File: src/flash_seq_pkg.sv
// Shared constants for the flash sequencer end-address and status block.
package flash_seq_pkg;

    // Bus widths.
    localparam int DATA_W = 32;
    localparam int ADDR_W = 32;

    // Register byte addresses on the peripheral bus.
    localparam logic [31:0] ADDR_END_ADDRESS = 32'h407fe034;
    localparam logic [31:0] ADDR_STATUS      = 32'h407fe080;
    // Byte address of the command-issuing area that program data is written to.
    localparam logic [31:0] ADDR_CMD_AREA    = 32'h407e0000;

    // End-address register layout.
    localparam logic [31:0] END_RESET      = 32'h00000000;
    localparam logic [31:0] END_RO_MASK    = 32'h00000003;
    localparam logic [31:0] END_PROC_MASK  = 32'h0007fffc;

    // Status register bit positions.
    localparam int BIT_PROTECT   = 6;
    localparam int BIT_PRG_SPD   = 8;
    localparam int BIT_ERS_SPD   = 9;
    localparam int BIT_BUF_FULL  = 10;
    localparam int BIT_SUSP_OK   = 11;
    localparam int BIT_PROG_ERR  = 12;
    localparam int BIT_ERASE_ERR = 13;
    localparam int BIT_ILLEGAL   = 14;
    localparam int BIT_IDLE      = 15;
    localparam int BIT_MISC      = 20;
    localparam int BIT_SEC       = 21;
    localparam int BIT_MODE      = 22;
    localparam int BIT_BADCMD    = 23;

    // Reserved status bits, which always read as zero.
    localparam logic [31:0] STATUS_RESV_MASK = 32'hff0f00bf;

    // Index of each error flag in the sticky error vector.
    localparam int ERR_N       = 8;
    localparam int ERR_ILLEGAL = 0;
    localparam int ERR_ERASE   = 1;
    localparam int ERR_PROG    = 2;
    localparam int ERR_PROTECT = 3;
    localparam int ERR_MISC    = 4;
    localparam int ERR_SEC     = 5;
    localparam int ERR_MODE    = 6;
    localparam int ERR_BADCMD  = 7;

    // Bus encodings and the reset value of the idle flag.
    localparam logic [2:0] HSIZE_WORD = 3'h2;
    localparam logic       HRESP_OKAY = 1'h0;
    localparam logic       IDLE_RESET = 1'h1;

endpackage

File: src/sticky_flag.sv
// One hardware-set status flag whose set beats its clear.
`timescale 1ns/100ps
module sticky_flag (
    input  wire logic hclk,
    input  wire logic hresetn,
    input  wire logic set,
    input  wire logic clr,
    output logic      q_ff
);

    logic nxt_q; // Next flag value.

    // A set in the same cycle as a clear keeps the flag high.
    always_comb begin
        nxt_q = q_ff;
        if (set) begin
            nxt_q = 1'b1;
        end else if (clr) begin
            nxt_q = 1'b0;
        end
    end

    // Register the flag; it is low after reset.
    always_ff @(posedge hclk or negedge hresetn) begin
        if (!hresetn) begin
            q_ff <= 1'b0;
        end else begin
            q_ff <= nxt_q;
        end
    end

endmodule

File: src/ahb_addr_phase.sv
// Captures an accepted AHB-Lite address phase for use in its data phase.
`timescale 1ns/100ps
module ahb_addr_phase
    import flash_seq_pkg::*;
(
    input  wire logic                             hclk,
    input  wire logic                             hresetn,
    input  wire logic                             hsel,
    input  wire logic [1:0]                       htrans,
    input  wire logic                             hwrite,
    input  wire logic [2:0]                       hsize,
    input  wire logic [flash_seq_pkg::ADDR_W-1:0] haddr,
    input  wire logic                             hready,
    output logic                                  take,
    output logic                                  dp_valid_ff,
    output logic                                  dp_write_ff,
    output logic [flash_seq_pkg::ADDR_W-1:0]      dp_addr_ff
);

    logic              nxt_dp_valid; // Next data-phase valid.
    logic              nxt_dp_write; // Next data-phase direction.
    logic [ADDR_W-1:0] nxt_dp_addr;  // Next data-phase address.

    // An address phase is taken when selected, active and the bus is ready.
    always_comb begin
        take         = hsel && htrans[1] && hready;
        nxt_dp_valid = dp_valid_ff;
        nxt_dp_write = dp_write_ff;
        nxt_dp_addr  = dp_addr_ff;
        if (hready) begin
            nxt_dp_valid = take;
            nxt_dp_write = take && hwrite && (hsize == HSIZE_WORD);
            nxt_dp_addr  = haddr;
        end
    end

    // Hold the captured phase until the bus is ready again.
    always_ff @(posedge hclk or negedge hresetn) begin
        if (!hresetn) begin
            dp_valid_ff <= 1'b0;
            dp_write_ff <= 1'b0;
            dp_addr_ff  <= '0;
        end else begin
            dp_valid_ff <= nxt_dp_valid;
            dp_write_ff <= nxt_dp_write;
            dp_addr_ff  <= nxt_dp_addr;
        end
    end

endmodule

File: src/flash_seq_end_addr_and_status.sv
// End-address register, direction check and status register of the flash sequencer.
//
// Added by the designer: the AHB-Lite register port.
`timescale 1ns/100ps
module flash_seq_end_addr_and_status
    import flash_seq_pkg::*;
(
    input  wire logic                             hclk,
    input  wire logic                             hresetn,
    // AHB-Lite slave port.
    input  wire logic                             hsel,
    input  wire logic [flash_seq_pkg::ADDR_W-1:0] haddr,
    input  wire logic [1:0]                       htrans,
    input  wire logic                             hwrite,
    input  wire logic [2:0]                       hsize,
    input  wire logic [flash_seq_pkg::DATA_W-1:0] hwdata,
    input  wire logic                             hready,
    output logic                                  hreadyout,
    output logic      [flash_seq_pkg::DATA_W-1:0] hrdata,
    output logic                                  hresp,
    // Links to the rest of the sequencer.
    input  wire logic [flash_seq_pkg::DATA_W-1:0] command_start_address,
    input  wire logic                             blank_check_direction,
    input  wire logic                             blank_check_start,
    input  wire logic                             settings_init_request,
    input  wire logic                             cmd_accepted,
    input  wire logic                             cmd_done,
    input  wire logic                             status_clear_start,
    input  wire logic                             status_clear_done,
    input  wire logic                             forced_stop_start,
    input  wire logic                             forced_stop_done,
    input  wire logic                             prog_suspend_start,
    input  wire logic                             erase_suspend_start,
    input  wire logic                             resume_accepted,
    input  wire logic                             suspend_acceptable,
    input  wire logic                             write_buffer_full,
    input  wire logic                             illegal_access_event,
    input  wire logic                             erase_error_event,
    input  wire logic                             program_error_event,
    input  wire logic                             write_protect_event,
    input  wire logic                             miscellaneous_event,
    input  wire logic                             security_event,
    input  wire logic                             mode_entry_event,
    input  wire logic                             bad_command_event,
    output logic      [flash_seq_pkg::DATA_W-1:0] proc_end_address,
    output logic                                  command_locked,
    output logic                                  sequencer_idle_flag,
    output logic                                  cmd_wr_valid,
    output logic      [flash_seq_pkg::DATA_W-1:0] cmd_wr_data
);

    // Captured address phase.
    logic              take;         // Address phase accepted this cycle.
    logic              dp_valid_ff;  // A data phase is in progress.
    logic              dp_write_ff;  // The data phase is a word write.
    logic [ADDR_W-1:0] dp_addr_ff;   // Address of the data phase.

    // Bus answer state.
    logic              hreadyout_ff;     // Registered ready.
    logic              nxt_hreadyout;    // Next ready.
    logic [DATA_W-1:0] hrdata_ff;        // Registered read data.
    logic [DATA_W-1:0] nxt_hrdata;       // Next read data.
    logic              cmd_wr_valid_ff;  // Command-area write pulse.
    logic              nxt_cmd_wr_valid; // Next command-area write pulse.
    logic [DATA_W-1:0] cmd_wr_data_ff;   // Command-area write data.
    logic [DATA_W-1:0] nxt_cmd_wr_data;  // Next command-area write data.
    logic              wr_done;          // A write data phase completes.

    // Sequencer state.
    logic [DATA_W-1:0] end_addr_ff;      // Blank check end address.
    logic [DATA_W-1:0] nxt_end_addr;     // Next end address.
    logic [DATA_W-1:0] proc_end_ff;      // End address as used by processing.
    logic [DATA_W-1:0] nxt_proc_end;     // Next processing end address.
    logic              idle_ff;          // Sequencer idle flag.
    logic              nxt_idle;         // Next idle flag.
    logic              locked_ff;        // Command-locked state.
    logic              nxt_locked;       // Next command-locked state.
    logic              susp_ok_ff;       // Suspend command acceptable.
    logic              buf_full_ff;      // Write buffer full.
    logic              nxt_susp_ok;      // Next suspend acceptable.
    logic              nxt_buf_full;     // Next write buffer full.
    logic              prg_spd_ff;       // Program suspending or suspended.
    logic              ers_spd_ff;       // Erase suspending or suspended.
    logic              nxt_prg_spd;      // Next program suspend state.
    logic              nxt_ers_spd;      // Next erase suspend state.
    logic              dir_bad;          // Start and end disagree with direction.
    logic [ERR_N-1:0]  err_set;          // Set strobes for the error flags.
    logic [ERR_N-1:0]  err_clr;          // Clear strobes for the error flags.
    logic [ERR_N-1:0]  err_q;            // Error flag values.
    logic [DATA_W-1:0] status_word;      // Assembled status register.

    // Address-phase capture for the bus.
    ahb_addr_phase u_addr_phase (
        .hclk        (hclk),
        .hresetn     (hresetn),
        .hsel        (hsel),
        .htrans      (htrans),
        .hwrite      (hwrite),
        .hsize       (hsize),
        .haddr       (haddr),
        .hready      (hready),
        .take        (take),
        .dp_valid_ff (dp_valid_ff),
        .dp_write_ff (dp_write_ff),
        .dp_addr_ff  (dp_addr_ff)
    );

    // Ordering check for a blank check against the chosen direction.
    always_comb begin
        if (blank_check_direction) begin
            dir_bad = !(command_start_address > end_addr_ff);
        end else begin
            dir_bad = !(command_start_address < end_addr_ff);
        end
    end

    // Set and clear strobes of the eight sticky error flags.
    always_comb begin
        err_set              = '0;
        err_set[ERR_ILLEGAL] = illegal_access_event || (blank_check_start && dir_bad);
        err_set[ERR_ERASE]   = erase_error_event;
        err_set[ERR_PROG]    = program_error_event;
        err_set[ERR_PROTECT] = write_protect_event;
        err_set[ERR_MISC]    = miscellaneous_event;
        err_set[ERR_SEC]     = security_event;
        err_set[ERR_MODE]    = mode_entry_event;
        err_set[ERR_BADCMD]  = bad_command_event;
        err_clr              = '0;
        err_clr[ERR_ILLEGAL] = status_clear_start || forced_stop_start;
        err_clr[ERR_ERASE]   = status_clear_start || forced_stop_start;
        err_clr[ERR_PROG]    = status_clear_start || forced_stop_start;
        err_clr[ERR_PROTECT] = forced_stop_start;
        err_clr[ERR_MISC]    = status_clear_done || forced_stop_done;
        err_clr[ERR_SEC]     = status_clear_done || forced_stop_done;
        err_clr[ERR_MODE]    = status_clear_done || forced_stop_done;
        err_clr[ERR_BADCMD]  = status_clear_done || forced_stop_done;
    end

    // One sticky flag per error; only sequencer strobes reach them.
    for (genvar gi = 0; gi < ERR_N; gi++) begin : g_err
        sticky_flag u_flag (
            .hclk    (hclk),
            .hresetn (hresetn),
            .set     (err_set[gi]),
            .clr     (err_clr[gi]),
            .q_ff    (err_q[gi])
        );
    end

    // Status word built from flops; reserved bits stay zero.
    always_comb begin
        status_word                = '0;
        status_word[BIT_IDLE]      = idle_ff;
        status_word[BIT_ILLEGAL]   = err_q[ERR_ILLEGAL];
        status_word[BIT_ERASE_ERR] = err_q[ERR_ERASE];
        status_word[BIT_PROG_ERR]  = err_q[ERR_PROG];
        status_word[BIT_SUSP_OK]   = susp_ok_ff;
        status_word[BIT_BUF_FULL]  = buf_full_ff;
        status_word[BIT_ERS_SPD]   = ers_spd_ff;
        status_word[BIT_PRG_SPD]   = prg_spd_ff;
        status_word[BIT_PROTECT]   = err_q[ERR_PROTECT];
        status_word[BIT_MISC]      = err_q[ERR_MISC];
        status_word[BIT_SEC]       = err_q[ERR_SEC];
        status_word[BIT_MODE]      = err_q[ERR_MODE];
        status_word[BIT_BADCMD]    = err_q[ERR_BADCMD];
    end

    // Bus answer: read data, wait states and command-area write pulses.
    always_comb begin
        wr_done          = dp_valid_ff && dp_write_ff && hreadyout_ff;
        nxt_hrdata       = hrdata_ff;
        nxt_hreadyout    = 1'b1;
        nxt_cmd_wr_valid = 1'b0;
        nxt_cmd_wr_data  = cmd_wr_data_ff;
        // Read data is fetched in the address phase so it stands in the data phase.
        if (take) begin
            if (haddr == ADDR_END_ADDRESS) begin
                nxt_hrdata = end_addr_ff;
            end else if (haddr == ADDR_STATUS) begin
                nxt_hrdata = status_word;
            end else begin
                nxt_hrdata = '0;
            end
        end
        // A program data write into a full buffer waits until space frees up.
        if (take && hwrite && (haddr == ADDR_CMD_AREA)) begin
            nxt_hreadyout = !write_buffer_full;
        end else if (dp_valid_ff && dp_write_ff && !hreadyout_ff) begin
            nxt_hreadyout = !write_buffer_full;
        end
        // The write is handed to the sequencer once its data phase completes.
        if (wr_done && (dp_addr_ff == ADDR_CMD_AREA)) begin
            nxt_cmd_wr_valid = 1'b1;
            nxt_cmd_wr_data  = hwdata;
        end
    end

    // Register the bus answer.
    always_ff @(posedge hclk or negedge hresetn) begin
        if (!hresetn) begin
            hreadyout_ff    <= 1'b1;
            hrdata_ff       <= '0;
            cmd_wr_valid_ff <= 1'b0;
            cmd_wr_data_ff  <= '0;
        end else begin
            hreadyout_ff    <= nxt_hreadyout;
            hrdata_ff       <= nxt_hrdata;
            cmd_wr_valid_ff <= nxt_cmd_wr_valid;
            cmd_wr_data_ff  <= nxt_cmd_wr_data;
        end
    end

    // Next state of the end address, idle flag, lock and suspend flags.
    always_comb begin
        nxt_end_addr = end_addr_ff;
        // Software may only load the end address while the sequencer is idle.
        if (settings_init_request) begin
            nxt_end_addr = END_RESET;
        end else if (wr_done && (dp_addr_ff == ADDR_END_ADDRESS) && idle_ff) begin
            nxt_end_addr = (hwdata & ~END_RO_MASK) | (end_addr_ff & END_RO_MASK);
        end
        // Processing ignores the upper bits and the two low bits.
        nxt_proc_end = nxt_end_addr & END_PROC_MASK;
        // Acceptance of a command takes priority over a completion.
        nxt_idle = idle_ff;
        if (cmd_accepted) begin
            nxt_idle = 1'b0;
        end else if (cmd_done || forced_stop_done) begin
            nxt_idle = 1'b1;
        end
        // Any raised error flag holds the sequencer locked.
        nxt_locked   = |err_q;
        nxt_susp_ok  = suspend_acceptable && !locked_ff;
        nxt_buf_full = write_buffer_full;
        // Suspend flags set on suspend start, clear on resume or forced stop.
        nxt_prg_spd = prg_spd_ff;
        if (prog_suspend_start) begin
            nxt_prg_spd = 1'b1;
        end else if (resume_accepted || forced_stop_start) begin
            nxt_prg_spd = 1'b0;
        end
        nxt_ers_spd = ers_spd_ff;
        if (erase_suspend_start) begin
            nxt_ers_spd = 1'b1;
        end else if (resume_accepted || forced_stop_start) begin
            nxt_ers_spd = 1'b0;
        end
    end

    // Register the sequencer state.
    always_ff @(posedge hclk or negedge hresetn) begin
        if (!hresetn) begin
            end_addr_ff <= END_RESET;
            proc_end_ff <= END_RESET;
            idle_ff     <= IDLE_RESET;
            locked_ff   <= 1'b0;
            susp_ok_ff  <= 1'b0;
            buf_full_ff <= 1'b0;
            prg_spd_ff  <= 1'b0;
            ers_spd_ff  <= 1'b0;
        end else begin
            end_addr_ff <= nxt_end_addr;
            proc_end_ff <= nxt_proc_end;
            idle_ff     <= nxt_idle;
            locked_ff   <= nxt_locked;
            susp_ok_ff  <= nxt_susp_ok;
            buf_full_ff <= nxt_buf_full;
            prg_spd_ff  <= nxt_prg_spd;
            ers_spd_ff  <= nxt_ers_spd;
        end
    end

    // Outputs come straight from flops; the response is always OKAY.
    assign hreadyout           = hreadyout_ff;
    assign hrdata              = hrdata_ff;
    assign hresp               = HRESP_OKAY;
    assign proc_end_address    = proc_end_ff;
    assign command_locked      = locked_ff;
    assign sequencer_idle_flag = idle_ff;
    assign cmd_wr_valid        = cmd_wr_valid_ff;
    assign cmd_wr_data         = cmd_wr_data_ff;

    // A write while busy leaves the end address unchanged.
    a_end_busy_hold: assert property (@(posedge hclk) disable iff (!hresetn)
        (wr_done && dp_addr_ff == ADDR_END_ADDRESS && !idle_ff && !settings_init_request)
        |=> $stable(end_addr_ff))
        else $error("End address changed while sequencer busy.");

    // The two low end-address bits never leave zero.
    a_end_low_zero: assert property (@(posedge hclk) disable iff (!hresetn)
        (end_addr_ff & END_RO_MASK) == '0)
        else $error("End address low bits are not zero.");

    // An idle write lands in the end address on the next edge.
    a_end_write_load: assert property (@(posedge hclk) disable iff (!hresetn)
        (wr_done && dp_addr_ff == ADDR_END_ADDRESS && idle_ff && !settings_init_request)
        |=> end_addr_ff == ($past(hwdata) & ~END_RO_MASK))
        else $error("Idle end-address write not stored.");

    // A bad ordering raises the lock two edges later and holds it.
    a_dir_lock: assert property (@(posedge hclk) disable iff (!hresetn)
        (blank_check_start && dir_bad && !status_clear_start && !forced_stop_start)
        |=> err_q[ERR_ILLEGAL] ##1 command_locked)
        else $error("Direction mismatch did not lock the sequencer.");

    // Initialisation zeroes the end address and its processed copy.
    a_init_clear: assert property (@(posedge hclk) disable iff (!hresetn)
        settings_init_request |=> (end_addr_ff == '0 && proc_end_address == '0))
        else $error("Settings init did not clear the end address.");

    // The processed end address only carries bits 18 to 2.
    a_proc_mask: assert property (@(posedge hclk) disable iff (!hresetn)
        proc_end_address == (end_addr_ff & END_PROC_MASK))
        else $error("Processed end address mask wrong.");

    // Accepting a command drops the idle flag next edge.
    a_idle_drop: assert property (@(posedge hclk) disable iff (!hresetn)
        cmd_accepted |=> !sequencer_idle_flag && !status_word[BIT_IDLE])
        else $error("Idle flag did not clear on command acceptance.");

    // A program data write into a full buffer is held off.
    a_full_stall: assert property (@(posedge hclk) disable iff (!hresetn)
        (take && hwrite && haddr == ADDR_CMD_AREA && write_buffer_full) |=> !hreadyout)
        else $error("Write into full buffer was not stalled.");

    // Reserved status bits read as zero.
    a_resv_zero: assert property (@(posedge hclk) disable iff (!hresetn)
        (status_word & STATUS_RESV_MASK) == '0)
        else $error("Reserved status bit is set.");

    // A programming error shows in bit 12 until cleared.
    a_prog_err_seen: assert property (@(posedge hclk) disable iff (!hresetn)
        program_error_event |=> status_word[BIT_PROG_ERR] ##1 command_locked)
        else $error("Programming error not reported.");

endmodule

File: config.mk
export PLATFORM = sky130hd
export DESIGN_NAME = flash_seq_end_addr_and_status
export DESIGN_NICKNAME = d
export VERILOG_FILES = /design/src/flash_seq_pkg.sv /design/src/sticky_flag.sv /design/src/ahb_addr_phase.sv /design/src/flash_seq_end_addr_and_status.sv
export SDC_FILE = /design/constraint.sdc
export NUM_CORES = 1
export LEC_CHECK = 0
export BUFFER_PORTS_ARGS = -buffer_cell sky130_fd_sc_hd__clkbuf_2
export CAP_MARGIN = 20
export CORE_MARGIN = 2
export CORE_UTILIZATION = 45
export DETAILED_ROUTE_END_ITERATION = 8
export PLACE_DENSITY = 0.81
export SLEW_MARGIN = 10
export SYNTH_ARGS = -nofsm -noshare
export SYNTH_HDL_FRONTEND = slang
export SYNTH_SLANG_ARGS = --single-unit
File: constraint.sdc
create_clock -name hclk -period 3.5 [get_ports hclk]
set_input_delay 0.175 -clock hclk [delete_from_list [all_inputs] [get_ports hclk]]
set_output_delay 0.175 -clock hclk [all_outputs]
set_load 0.02 [all_outputs]
==> results of run 1 <==
registers in the layout, summed over array words and instances (netlist names):
| name | cells |
|---|---|
| cmd_wr_data | 32 |
| u_addr_phase.dp_addr_ff | 32 |
| hrdata | 31 |
| end_addr_ff | 30 |
| g_err.u_flag.q_ff | 8 |
| buf_full_ff | 1 |
| cmd_wr_valid | 1 |
| command_locked | 1 |
| ers_spd_ff | 1 |
| hreadyout | 1 |
| prg_spd_ff | 1 |
| sequencer_idle_flag | 1 |
| susp_ok_ff | 1 |
| u_addr_phase.dp_valid_ff | 1 |
| u_addr_phase.dp_write_ff | 1 |
placed cells by master (no fill, tap or decap), drive strengths merged, types with 2 or more instances in the layout:
cell type,count
a21oi,16
mux2i,30
a22oi,13
o21ai,22
clkinvlp,5
nand3,4
clkbuf,228
or4,2
nand2,29
nor4b,2
and3,2
nor4,10
ha,30
a22o,17
dlygate4sd3,38
conb,16
nand4,10
mux2,64
dfstp,2
and4b,2
nor3,10
and2,2
dfrtp,141
nor2,39
clkinv,5
inv,39
a21o,11
buf,10
cell type report:
class	instances	area, µm²	share of cell area
multi-input combinational	342	2660	0.307
clock buffer	18	439	0.0507
tap	184	230	0.0266
inverter	35	131	0.0152
sequential	143	3580	0.414
clock inverter	14	109	0.0126
timing repair buffer	258	1510	0.174
cells by family (layout without fill, tap and decap cells):
logic type,Yosys count,in the layout
multiplexers,94,94
adder cells (fa/ha/maj),30,30
flip-flops,143,143
AO/OA/AOI/OAI,85,85
other,1,16
AND/OR/NAND/NOR,117,117
buffers and inverters,91,325
per-stage QoR:
stage | hold slack (ns) | setup WS (ns) | cells | area (µm²)
floorplan | -0.121 | 1.26 | 576 | 6760
global placement | 0.295 | 0.921 | 924 | 7730
detailed placement | 0.299 | 0.827 | 924 | 7730
CTS | 0.000284 | 0.659 | 994 | 8660
global route | 0.00263 | 0.478 | 994 | 8660
finish | 0.0138 | 0.712 | 994 | 8660
layer usage:
layer | share of wire | up-vias
li1 | - | 2414
met1 | 0.41 | 2548
met2 | 0.51 | 190
met3 | 0.065 | 30
met4 | 0.019 | 0
met5 | 0 | -
synth_stat cells:
library cell  number  area (µm²)
nor2_1            39         146
buf_4             36         270
o2bb2ai_1          1        8.76
mux2i_1           30         300
o221a_2            1        11.3
nand2_1           29         109
conb_1             1        3.75
a22o_1            17         149
a21o_1            11        82.6
or4_4              1        11.3
mux2_2            57         642
ha_1              30         375
buf_6              6        67.6
nand4b_1           1        8.76
nor4_4             2        42.5
and4_1             1        8.76
nand4_1           10        62.6
nor3_4             1        16.3
o31ai_1            1        7.51
and2_1             2        12.5
a211oi_1           1        7.51
buf_2              4        20.0
or4_1              1        7.51
mux2_1             7        78.8
and3_1             2        12.5
o21ai_0           22         110
buf_1              1        3.75
nor4bb_1           1        10.0
o221ai_1           1        8.76
and4b_1            2        20.0
nor4b_1            2        17.5
o211ai_1           1        7.51
nor4_1             8        50.1
nor2b_1            1        6.26
nor3_1             9        45.0
and4bb_2           1        12.5
nand3_2            1        10.0
dfrtp_1          141        3530
dfstp_2            2        52.6
nand3_1            3        15.0
a22oi_1           13        97.6
inv_1             35         131
clkbuf_1           9        33.8
a21oi_1           16        80.1
power by group:
group          switching, mW  internal (mW)  total (mW)
sequential            0.0333           1.70        1.73
clock                  0.747          0.933        1.68
combinational          0.156          0.149       0.305
total                  0.936           2.78        3.72
how the worst max path moves through the flow:
stage	start	endpoint	slack, ns
after floorplan	u_addr_phase.dp_addr_ff[0]	cmd_wr_data[10]	1.26
after global placement	u_addr_phase.dp_addr_ff[0]	end_addr_ff[25]	0.92
after detailed placement	u_addr_phase.dp_addr_ff[0]	end_addr_ff[31]	0.83
after CTS	end_addr_ff[12]	g_err[0].u_flag.q_ff	0.66
after global routing	end_addr_ff[12]	g_err[0].u_flag.q_ff	0.48
final	end_addr_ff[15]	g_err[0].u_flag.q_ff	0.71
==> metrics.md, run 1 <==
| Metric | Value |
|---|---|
| WS Path Type | register to register |
| Family with the most delay on the worst path | compound AO/OA/AOI/OAI gates |
| Hold path depth | 2 |
| Die Footprint | 15900 µm² |
| Fin Setup TNS | 0 ns |
| Post-DR wirelength/cell | between 15 and 20 µm |
| Slowest cell delay on critical path | approximately 0.57 ns |
| Max-cap violations | 0 |
| Hold Path Sink | u_addr_phase.dp_addr_ff[3] |
| Yosys warns | 0 |
| TritonRoute pass-1 iters | 7 |
| Met1 usage | 0.274 |
| TritonCTS sink count | between 100 and 150 |
| Critical path fanouts, max | 4 |
| Tcrit/Tclk final | 0.796 |
| Antenna cells | 0 |
| Slew HR | 0.394 |
| Simple-gate share of the synthesized area | 0.0931 |
| R2r startpoint | end_addr_ff[15] |
| Clk slew on worst S/H paths | ~0.06 ns |
| ANT nets after route | 0 |
| FILL cells | 1200 |
| Power density cells | 430 nW/µm² |
| # port buffers | around 210 |
| Slew of the pin with the lowest slew margin | ~0.91 ns |
| Most frequent cell on the critical path | o21ai_0 |
| Post-CTS setup buffer count | 0 |
| Setup Skew | between 0.007 and 0.008 ns |
| Synth Instances | approximately 560 |
| Syn_area_per_cell | approximately 12 µm² |
| Largest family of logic cells by synthesized area | multiplexers |
| Synth unique cells | 44 |
| DR vias/cell | approximately 5.2 |
| Pins Over Slew Limit | 0 |
| Routed WL | ~17000 µm |
| Core Rows | 44 |
| Worst path cell trace | inv_1 > ha_1 > nand4_1 > nor3_1 > o21ai_0 > a21oi_1 > o221a_2 > o21ai_0 > dlygate4sd3_1 |
| CP max stage cell | dlygate4sd3_1 |
| CTS-repair resized insts | 0 |
| H-tree Lvls | 4 |
| Worst Reg-to-Reg Cells | 9 |
| Routability cong. | just under 0.8 |
| RSZ-0062 raised after global routing | no |
| First DRT Iteration DRCs | 250 |
| CP Data Arrival Time | between 3 and 4 ns |
| Met3 usage | 0.0599 |
| Met2 Use GR | 0.379 |
| Via count | between 5000 and 6000 |
| Die Width | 126 µm |
| Post-CTS Hold Fix Bufs | 38 |
| Synthesized area | between 6000 and 7000 µm² |
| Final HPWL DP | 12400 µm |
| Synth Area in Compound Gates | 0.0851 |
| Final Setup Violations | 0 |
| Area grow syn2layout | 29.2% |
| FF+latch count, synth | 143 |
| # IOs | about 230 |
| Crit path depth | 9 |
| Sequential share of the synthesized area | 0.534 |
| Die height | roughly 130 µm |
| Initial core utilization | 0.461 |
| Pleak | ~4.3 nW |
| Worst R2R End | g_err[0].u_flag.q_ff |
| Min-Delay Path Class | primary input to register |
| Final core utilization | 0.596 |
| Peak supply drop | about 0.00029 V |
| GRT Max-Usage Layer | met2 |
| Initial antenna violation count | 0 |
| Later-pin clock latency in the skew report | 0.42 ns |
| WP data required | about 3.8 ns |
| Synth Area in Adders | 0.0560 |
| CTS tree | yes |
| Vias in the first global route | between 5000 and 6000 |
| Share of layout cells above drive strength 1 | 0.394 |
| Min-Delay Startpoint | haddr[3] |
| Number of buffers created by CTS | 17 |
| Total power | 3.72 mW |
| Total grt overflow | 0 |
| Worst path bufs/invs | 2 |
| Core box area | 14500 µm² |
| Status | complete, no violations |
| First-pass GRT wire length | between 20000 and 30000 µm |
| Drt drc | 0 |
| Largest net degree at the start of global routing | between 90 and 100 |
| Hold Fails Final Rpt | 0 |
| Total Routing Usage GR | 0.223 |
| Flop2flop setup slack | just over 0.7 ns |
| Final min period | 2.79 ns |
| Clock buffer depth | 2 |
| XOR/XNOR Fraction of Synth Area | 0 |
| Post-synthesis mux area share | 0.152 |
| Critical Path End Type | register |
| Critical path launch point type | register |
| Final Net Count | roughly 960 |
| Fmax | approximately 360 MHz |
| Clock root buffer | clkbuf_16 |
No activity file was read; power rests on OpenSTA's default activity.
==> run 2: changes to the inputs <==
--- a/config.mk
+++ b/config.mk
@@ -10,7 +10,7 @@
 export CORE_MARGIN = 2
 export CORE_UTILIZATION = 45
 export DETAILED_ROUTE_END_ITERATION = 8
-export PLACE_DENSITY = 0.81
+export PLACE_DENSITY = 0.84
 export SLEW_MARGIN = 10
 export SYNTH_ARGS = -nofsm -noshare
 export SYNTH_HDL_FRONTEND = slang
==> constraint.sdc (replaced) <==
create_clock -name hclk -period 2.5 [get_ports hclk]
set_input_delay 0.125 -clock hclk [delete_from_list [all_inputs] [get_ports hclk]]
set_output_delay 0.125 -clock hclk [all_outputs]
set_load 0.02 [all_outputs]
==> run 2 against run 1 <==
Net effect:
- the flow now finishes with violations (hold timing)
- first-iteration DRC count decreased by 15%
- clock power increased by 69%
- die area unchanged
- core utilization increased by 4.3 points
- worst hold slack got worse by 0.018 ns
- sequential share of layout area decreased by 2.8 points
- combinational power increased by 62%
- highest routed layer unchanged
==> metrics.md, run 2 (synthesis gave the netlist of run 1 again) <==
| Metric | Value |
|---|---|
| CP max stage cell | or4_4 |
| Tcrit/Tclk final | 0.956 (+0.159) |
| Worst Reg-to-Reg Cells | 6 (-3) |
| Die Width | 126 µm (unchanged) |
| Fmax | 419 MHz (+17%) |
| Initial antenna violation count | 0 (unchanged) |
| Slew of the pin with the lowest slew margin | 0.712 ns (-0.196 ns) |
| Final Net Count | 1003 (+5.0%) |
| Fin Hold WS | -0.00422 ns (-0.0180 ns) |
| # IOs | 229 (unchanged) |
| Status | finished with violations |
| TritonCTS sink count | 143 (unchanged) |
| Sequential cell area | 3580 µm² (unchanged) |
| Die height | 126 µm (unchanged) |
| Worst R2R End | cmd_wr_data[28] |
| Multi-input logic area | 2660 µm² (unchanged) |
| Core box area | 14500 µm² (unchanged) |
| Peak supply drop | 0.000411 V (+43%) |
| Final min period | 2.39 ns (-0.398 ns) |
| Area grow syn2layout | 38.5% |
| First-pass GRT wire length | 30300 µm (+10%) |
| Pins Over Slew Limit | 0 (unchanged) |
| Final HPWL DP | 12500 µm (+1.2%) |
| Pleak | 4.54 nW (+6.5%) |
| Critical path launch point type | register |
| Power density cells | 621 nW/µm² (+45%) |
| Met1 usage | 0.278 (+0.00412) |
| Via count | 5409 (+4.4%) |
| ANT nets after route | 0 (unchanged) |
| H-tree Lvls | 4 (unchanged) |
| Routability cong. | 0.792 (-0.24%) |
| Failing checks | hold timing |
| Met2 Use GR | 0.442 (+0.0629) |
| Most common cell after layout, fill and taps aside | clkbuf_2 |
| Post-DR wirelength/cell | 18.5 µm (+7.0%) |
| WP data required | 2.79 ns (-1.01 ns) |
| WS Path Type | register to register |
| Die Footprint | 15900 µm² (unchanged) |
| Drt drc | 0 (unchanged) |
| Critical path fanouts, max | 33 (+29) |
| First DRT Iteration DRCs | 212 (-15%) |
| Finished Layout Cells | 1042 (+4.8%) |
| Max-cap violations | 0 (unchanged) |
| Largest net degree at the start of global routing | 71 (-28%) |
| Share of layout cells above drive strength 1 | 0.378 (-0.0162) |
| GRT Max-Usage Layer | met2 |
| Flop2flop setup slack | 0.11 ns (-0.60 ns) |
| Vias in the first global route | 5862 (+9.9%) |
| Slew HR | 0.525 (+0.131) |
| TritonRoute pass-1 iters | 5 (-2) |
| Min-Delay Startpoint | illegal_access_event |
| Total grt overflow | 0 (unchanged) |
| Cells after DPL | 928 (+0.43%) |
| Clock buffer depth | 2 (unchanged) |
| Clock root buffer | clkbuf_16 |
| Min-Delay Path Class | primary input to register |
| Routed WL | 19300 µm (+12%) |
| Worst path cell trace | or4_4 > nor4_4 > nand3_2 > nor3_4 > buf_12 > mux2_1 |
| Final Setup Violations | 0 (unchanged) |
| Total power | 5.77 mW (+55%) |
| Number of buffers created by CTS | 17 (unchanged) |
| Final core utilization | 0.639 (+0.0432) |
| CP Data Arrival Time | 2.68 ns (-0.41 ns) |
| # port buffers | 211 (unchanged) |
| Total Routing Usage GR | 0.247 (+0.0240) |
| Commonest non-fill, non-tap cells in the layout | 210 x clkbuf_2, 141 x dfrtp_1, 80 x dlygate4sd3_1 |
| R2r startpoint | u_addr_phase.dp_addr_ff[0] |
| Met3 usage | 0.0573 (-0.00255) |
| Core Rows | 44 (unchanged) |
| Fin Setup TNS | 0 ns (unchanged) |
| Antenna cells | 0 (unchanged) |
| CTS tree | yes |
| Slowest cell delay on critical path | 0.55 ns (-0.02 ns) |
| Hold path depth | 3 (+1) |
| DR vias/cell | 5.19 (-0.43%) |
| Setup Skew | 0.00749 ns (-0.000108 ns) |
| Initial core utilization | 0.461 (unchanged) |
| Later-pin clock latency in the skew report | 0.42 ns (about the same) |
| Hold Path Sink | g_err[0].u_flag.q_ff |
| Critical Path End Type | register |
| Hold Fails Final Rpt | 1 (+1) |
| Clk slew on worst S/H paths | 0.06 ns (about the same) |
| FILL cells | 1084 (-9.7%) |
| RSZ-0062 raised after global routing | no |
## run 2: cell types whose count changed in the layout (fill, tap and decap cells not counted)
cell           previous run  this run
dlygate4sd3_1            38        80
clkbuf_1                  0         1
bufinv_16                 0         5
clkbuf_16                17        18
buf_12                    0         2
inv_6                     4         1
buf_4                     9        11
buf_6                     1         2
clkinv_2                  2         0
clkbuf_8                  1         2
clkinvlp_4                5         3
## run 2: final cells by class
type | instances | area share
flip-flops and latches | 143 | 0.386
multi-input cells | 342 | 0.286
repair buffers | 306 | 0.218
clock buffers | 20 | 0.0492
well taps | 184 | 0.0248
clock inverters | 12 | 0.0224
inverters | 35 | 0.0141
## run 2: report_power, final
| group | leakage, nW | internal, mW | switching, mW |
|---|---|---|---|
| Sequential | 1.88 | 2.38 | 0.0492 |
| Combinational | 2.35 | 0.254 | 0.240 |
| Clock | 0.313 | 1.83 | 1.01 |
## run 2: layer usage
metal / vias up / wire length (µm)
li1: 2518 / -
met1: 2610 / 7360
met2: 234 / 10100
met3: 47 / 1230
met4: 0 / 622
met5: - / 0
## run 2: worst max-delay path, delay by kind of cell (launching register included)
family	cells	cell delay, ns
buf+inv	1	0.24
flops	1	0.38
simple gates	4	1.24
mux	1	0.37
## run 2: worst max-delay path by stage
stage	endpoint	cells past startpoint	start	slack [ns]
after global routing	cmd_wr_data[28]	6	u_addr_phase.dp_addr_ff[0]	0.03
after CTS	end_addr_ff[31]	7	u_addr_phase.dp_addr_ff[0]	0.02
after floorplan	cmd_wr_data[10]	6	u_addr_phase.dp_addr_ff[0]	0.26
final	cmd_wr_data[28]	6	u_addr_phase.dp_addr_ff[0]	0.11
after detailed placement	end_addr_ff[29]	7	u_addr_phase.dp_addr_ff[0]	0.05
after global placement	end_addr_ff[26]	7	u_addr_phase.dp_addr_ff[0]	0.12
## run 2: per-stage QoR
step,cell area (µm²),worst slack (ns)
final,9290,0.111
after detailed placement,7800,0.0526
after floorplan,6760,0.265
after global routing,9290,0.0329
after global placement,7800,0.120
after CTS,9250,0.0249
## run 2: repair_timing
action	in CTS	in global routing
endpoints found under the hold margin	167	1
gates resized for setup	0	1
setup endpoints to repair	0	29
buffers inserted	0	1
hold buffers	79	1
==> run 3: changes to the inputs <==
--- a/config.mk
+++ b/config.mk
@@ -8,9 +8,10 @@
 export BUFFER_PORTS_ARGS = -buffer_cell sky130_fd_sc_hd__clkbuf_2
 export CAP_MARGIN = 20
 export CORE_MARGIN = 2
-export CORE_UTILIZATION = 45
+export CORE_UTILIZATION = 38
+export CTS_BUF_LIST = sky130_fd_sc_hd__clkbuf_4 sky130_fd_sc_hd__clkbuf_8
 export DETAILED_ROUTE_END_ITERATION = 8
-export PLACE_DENSITY = 0.84
+export PLACE_DENSITY = 0.74
 export SLEW_MARGIN = 10
 export SYNTH_ARGS = -nofsm -noshare
 export SYNTH_HDL_FRONTEND = slang
==> run 3 against run 2 <==
Net effect:
- the flow now finishes without violations
- total power decreased by 14%
- clock-buffer cell count increased by 1
- routed wire length decreased by 1.5%
- clock power decreased by 28%
- highest routed layer unchanged
- combinational power about the same
- sequential power about the same
- die area increased by 18%
- non-clock buffer count increased by 4
==> metrics.md, run 3 (synthesis gave the netlist of run 1 again) <==
| Metric | Value |
|---|---|
| First DRT Iteration DRCs | 158 (-25%) |
| Commonest non-fill, non-tap cells in the layout | 210 x clkbuf_2, 141 x dfrtp_1, 86 x dlygate4sd3_1 |
| Crit path from | haddr[29] |
| Min-Delay Path Class | primary input to register |
| Fin Setup TNS | 0 ns (unchanged) |
| Die Width | 137 µm (+8.5%) |
| Slew of the pin with the lowest slew margin | 0.711 ns (-0.000982 ns) |
| Final Net Count | 1007 (+0.40%) |
| R2r startpoint | u_addr_phase.dp_addr_ff[0] |
| Drt drc | 0 (unchanged) |
| FILL cells | 1481 (+37%) |
| Max-cap violations | 0 (unchanged) |
| WS Path Type | primary input to register |
| Post-DR wirelength/cell | 17.5 µm (-5.5%) |
| Later-pin clock latency in the skew report | 0.44 ns (+0.02 ns) |
| TritonRoute pass-1 iters | 4 (-1) |
| Initial core utilization | 0.388 (-0.0737) |
| Combinational share of power | 0.099 (+0.013) |
| RSZ-0062 raised after global routing | no |
| Sw Pwr | 1.17 mW (-9.9%) |
| Largest net degree at the start of global routing | 70 (-1.4%) |
| Core Rows | 48 (+9.1%) |
| Die height | 137 µm (+8.5%) |
| Finished Layout Cells | 1087 (+4.3%) |
| Core box area | 17300 µm² (+19%) |
| Clock root buffer | clkbuf_8 |
| Die Footprint | 18700 µm² (+18%) |
| Slew HR | 0.526 (+0.000654) |
| Routability cong. | 0.816 (+3.0%) |
| ANT nets after route | 0 (unchanged) |
| Fmax | 419 MHz (about the same) |
| Critical path fanouts, max | 17 (-48%) |
| Critical Path End Type | register |
| Total Routing Usage GR | 0.204 (-0.0425) |
| CP Data Arrival Time | 2.76 ns (+0.08 ns) |
| Initial antenna violation count | 1 (+1) |
| Pins Over Slew Limit | 0 (unchanged) |
| DR vias/cell | 4.90 (-5.5%) |
| Final HPWL DP | 13000 µm (+3.8%) |
| Share of layout cells above drive strength 1 | 0.374 (-0.00364) |
| Final core utilization | 0.529 (-0.110) |
| First-pass GRT wire length | 28800 µm (-5.0%) |
| WP data required | 2.87 ns (+0.08 ns) |
| Vias in the first global route | 5503 (-6.1%) |
| Min-Delay Startpoint | status_clear_start |
| Total grt overflow | 0 (unchanged) |
| TritonCTS sink count | 143 (unchanged) |
| Via count | 5331 (-1.4%) |
| Final min period | 2.39 ns (-0.000956 ns) |
| Routed WL | 19000 µm (-1.5%) |
| Clk slew on worst S/H paths | 0.08 ns (+0.02 ns) |
| Cells after DPL | 967 (+4.2%) |
| CTS tree | yes |
| Peak supply drop | 0.000352 V (-14%) |
| Number of buffers created by CTS | 17 (unchanged) |
| Tcrit/Tclk final | 0.955 (about the same) |
| Flop pwr share | 0.490 (+0.068) |
| Final Setup Violations | 0 (unchanged) |
| Setup Skew | 0.0122 ns (+0.00466 ns) |
| Critical path launch point type | primary input |
| Power density cells | 541 nW/µm² (-13%) |
| # IOs | 229 (unchanged) |
| H-tree Lvls | 4 (unchanged) |
| Clock buffer depth | 2 (unchanged) |
| Int Pwr | 3.78 mW (-15%) |
| Hold Fails Final Rpt | 0 (-1) |
| Most common cell after layout, fill and taps aside | clkbuf_2 |
| Clock Power Share | 0.411 (-0.082) |
| Area grow syn2layout | 36.5% |
| Switch share | 0.237 (+0.0112) |
| Status | complete, no violations |
| # port buffers | 211 (unchanged) |
| Pleak | 4.47 nW (-1.7%) |
[run 3: power by group through the flow]
stage                     clock [mW]  sequential, mW  combinational [mW]
final                           2.04            2.43               0.492
after global routing            2.18            2.44               0.547
after CTS                       2.09            2.42               0.490
after detailed placement           0            2.47               0.384
after global placement             0            2.47               0.374
after floorplan                    0            2.46               0.192
[run 3: path summary, 6_finish.rpt]
kind	endpoint	slack (ns)	cells past startpoint
max	hrdata[25]	0.11	9
min	g_err[1].u_flag.q_ff	0.05	3
max reg2reg	end_addr_ff[13]	0.14	8
min reg2reg	susp_ok_ff	0.47	1
max in group asynchronous	cmd_wr_data[31]	1.51	3
min in group asynchronous	u_addr_phase.dp_addr_ff[18]	0.15	2
[run 3: final cells by class]
| class | instances | area (µm²) | area share |
|---|---|---|---|
| Antenna cell | 1 | 2.50 | 0.000273 |
| Clock inverter | 10 | 161 | 0.0176 |
| Clock buffer | 21 | 270 | 0.0295 |
| Timing Repair Buffer | 310 | 2070 | 0.226 |
| Tap cell | 225 | 282 | 0.0308 |
| Inverter | 35 | 131 | 0.0144 |
| Multi-Input combinational cell | 342 | 2660 | 0.290 |
| Sequential cell | 143 | 3580 | 0.391 |
[run 3: critical path, cell delays in order]
cell	delay (ns)
dlygate4sd3_1	0.53
clkbuf_2	0.11
nor4b_1	0.45
nand3_1	0.17
nor4_1	0.52
and3_1	0.27
and2_1	0.13
buf_4	0.26
a22o_1	0.18
[run 3: per-layer routing]
| layer | track usage | routed length (µm) | vias to the layer above |
|---|---|---|---|
| met3 | 0.0493 | 958 | 32 |
| met4 | 0.0848 | 472 | 0 |
| li1 | - | - | 2515 |
| met1 | 0.255 | 8140 | 2592 |
| met5 | 0 | 0 | - |
| met2 | 0.339 | 9440 | 192 |
[run 3: repair_timing]
action / in CTS / in global routing
setup buffers: 0 / 1
gates resized for setup: 0 / 1
endpoints found under the hold margin: 174 / 0
hold buffers: 86 / 0
setup endpoints to repair: 0 / 30
[run 3: metrics by stage]
stage,hold slack (ns),power (mW),setup WS (ns),cell area (µm²)
after floorplan,-0.171,2.65,0.265,6760
after global placement,0.0504,2.84,0.0993,7830
after detailed placement,0.0518,2.85,0.0406,7830
after CTS,0.0197,5.01,0.0280,9130
after global routing,0.0322,5.16,0.0137,9150
final,0.0486,4.95,0.112,9150
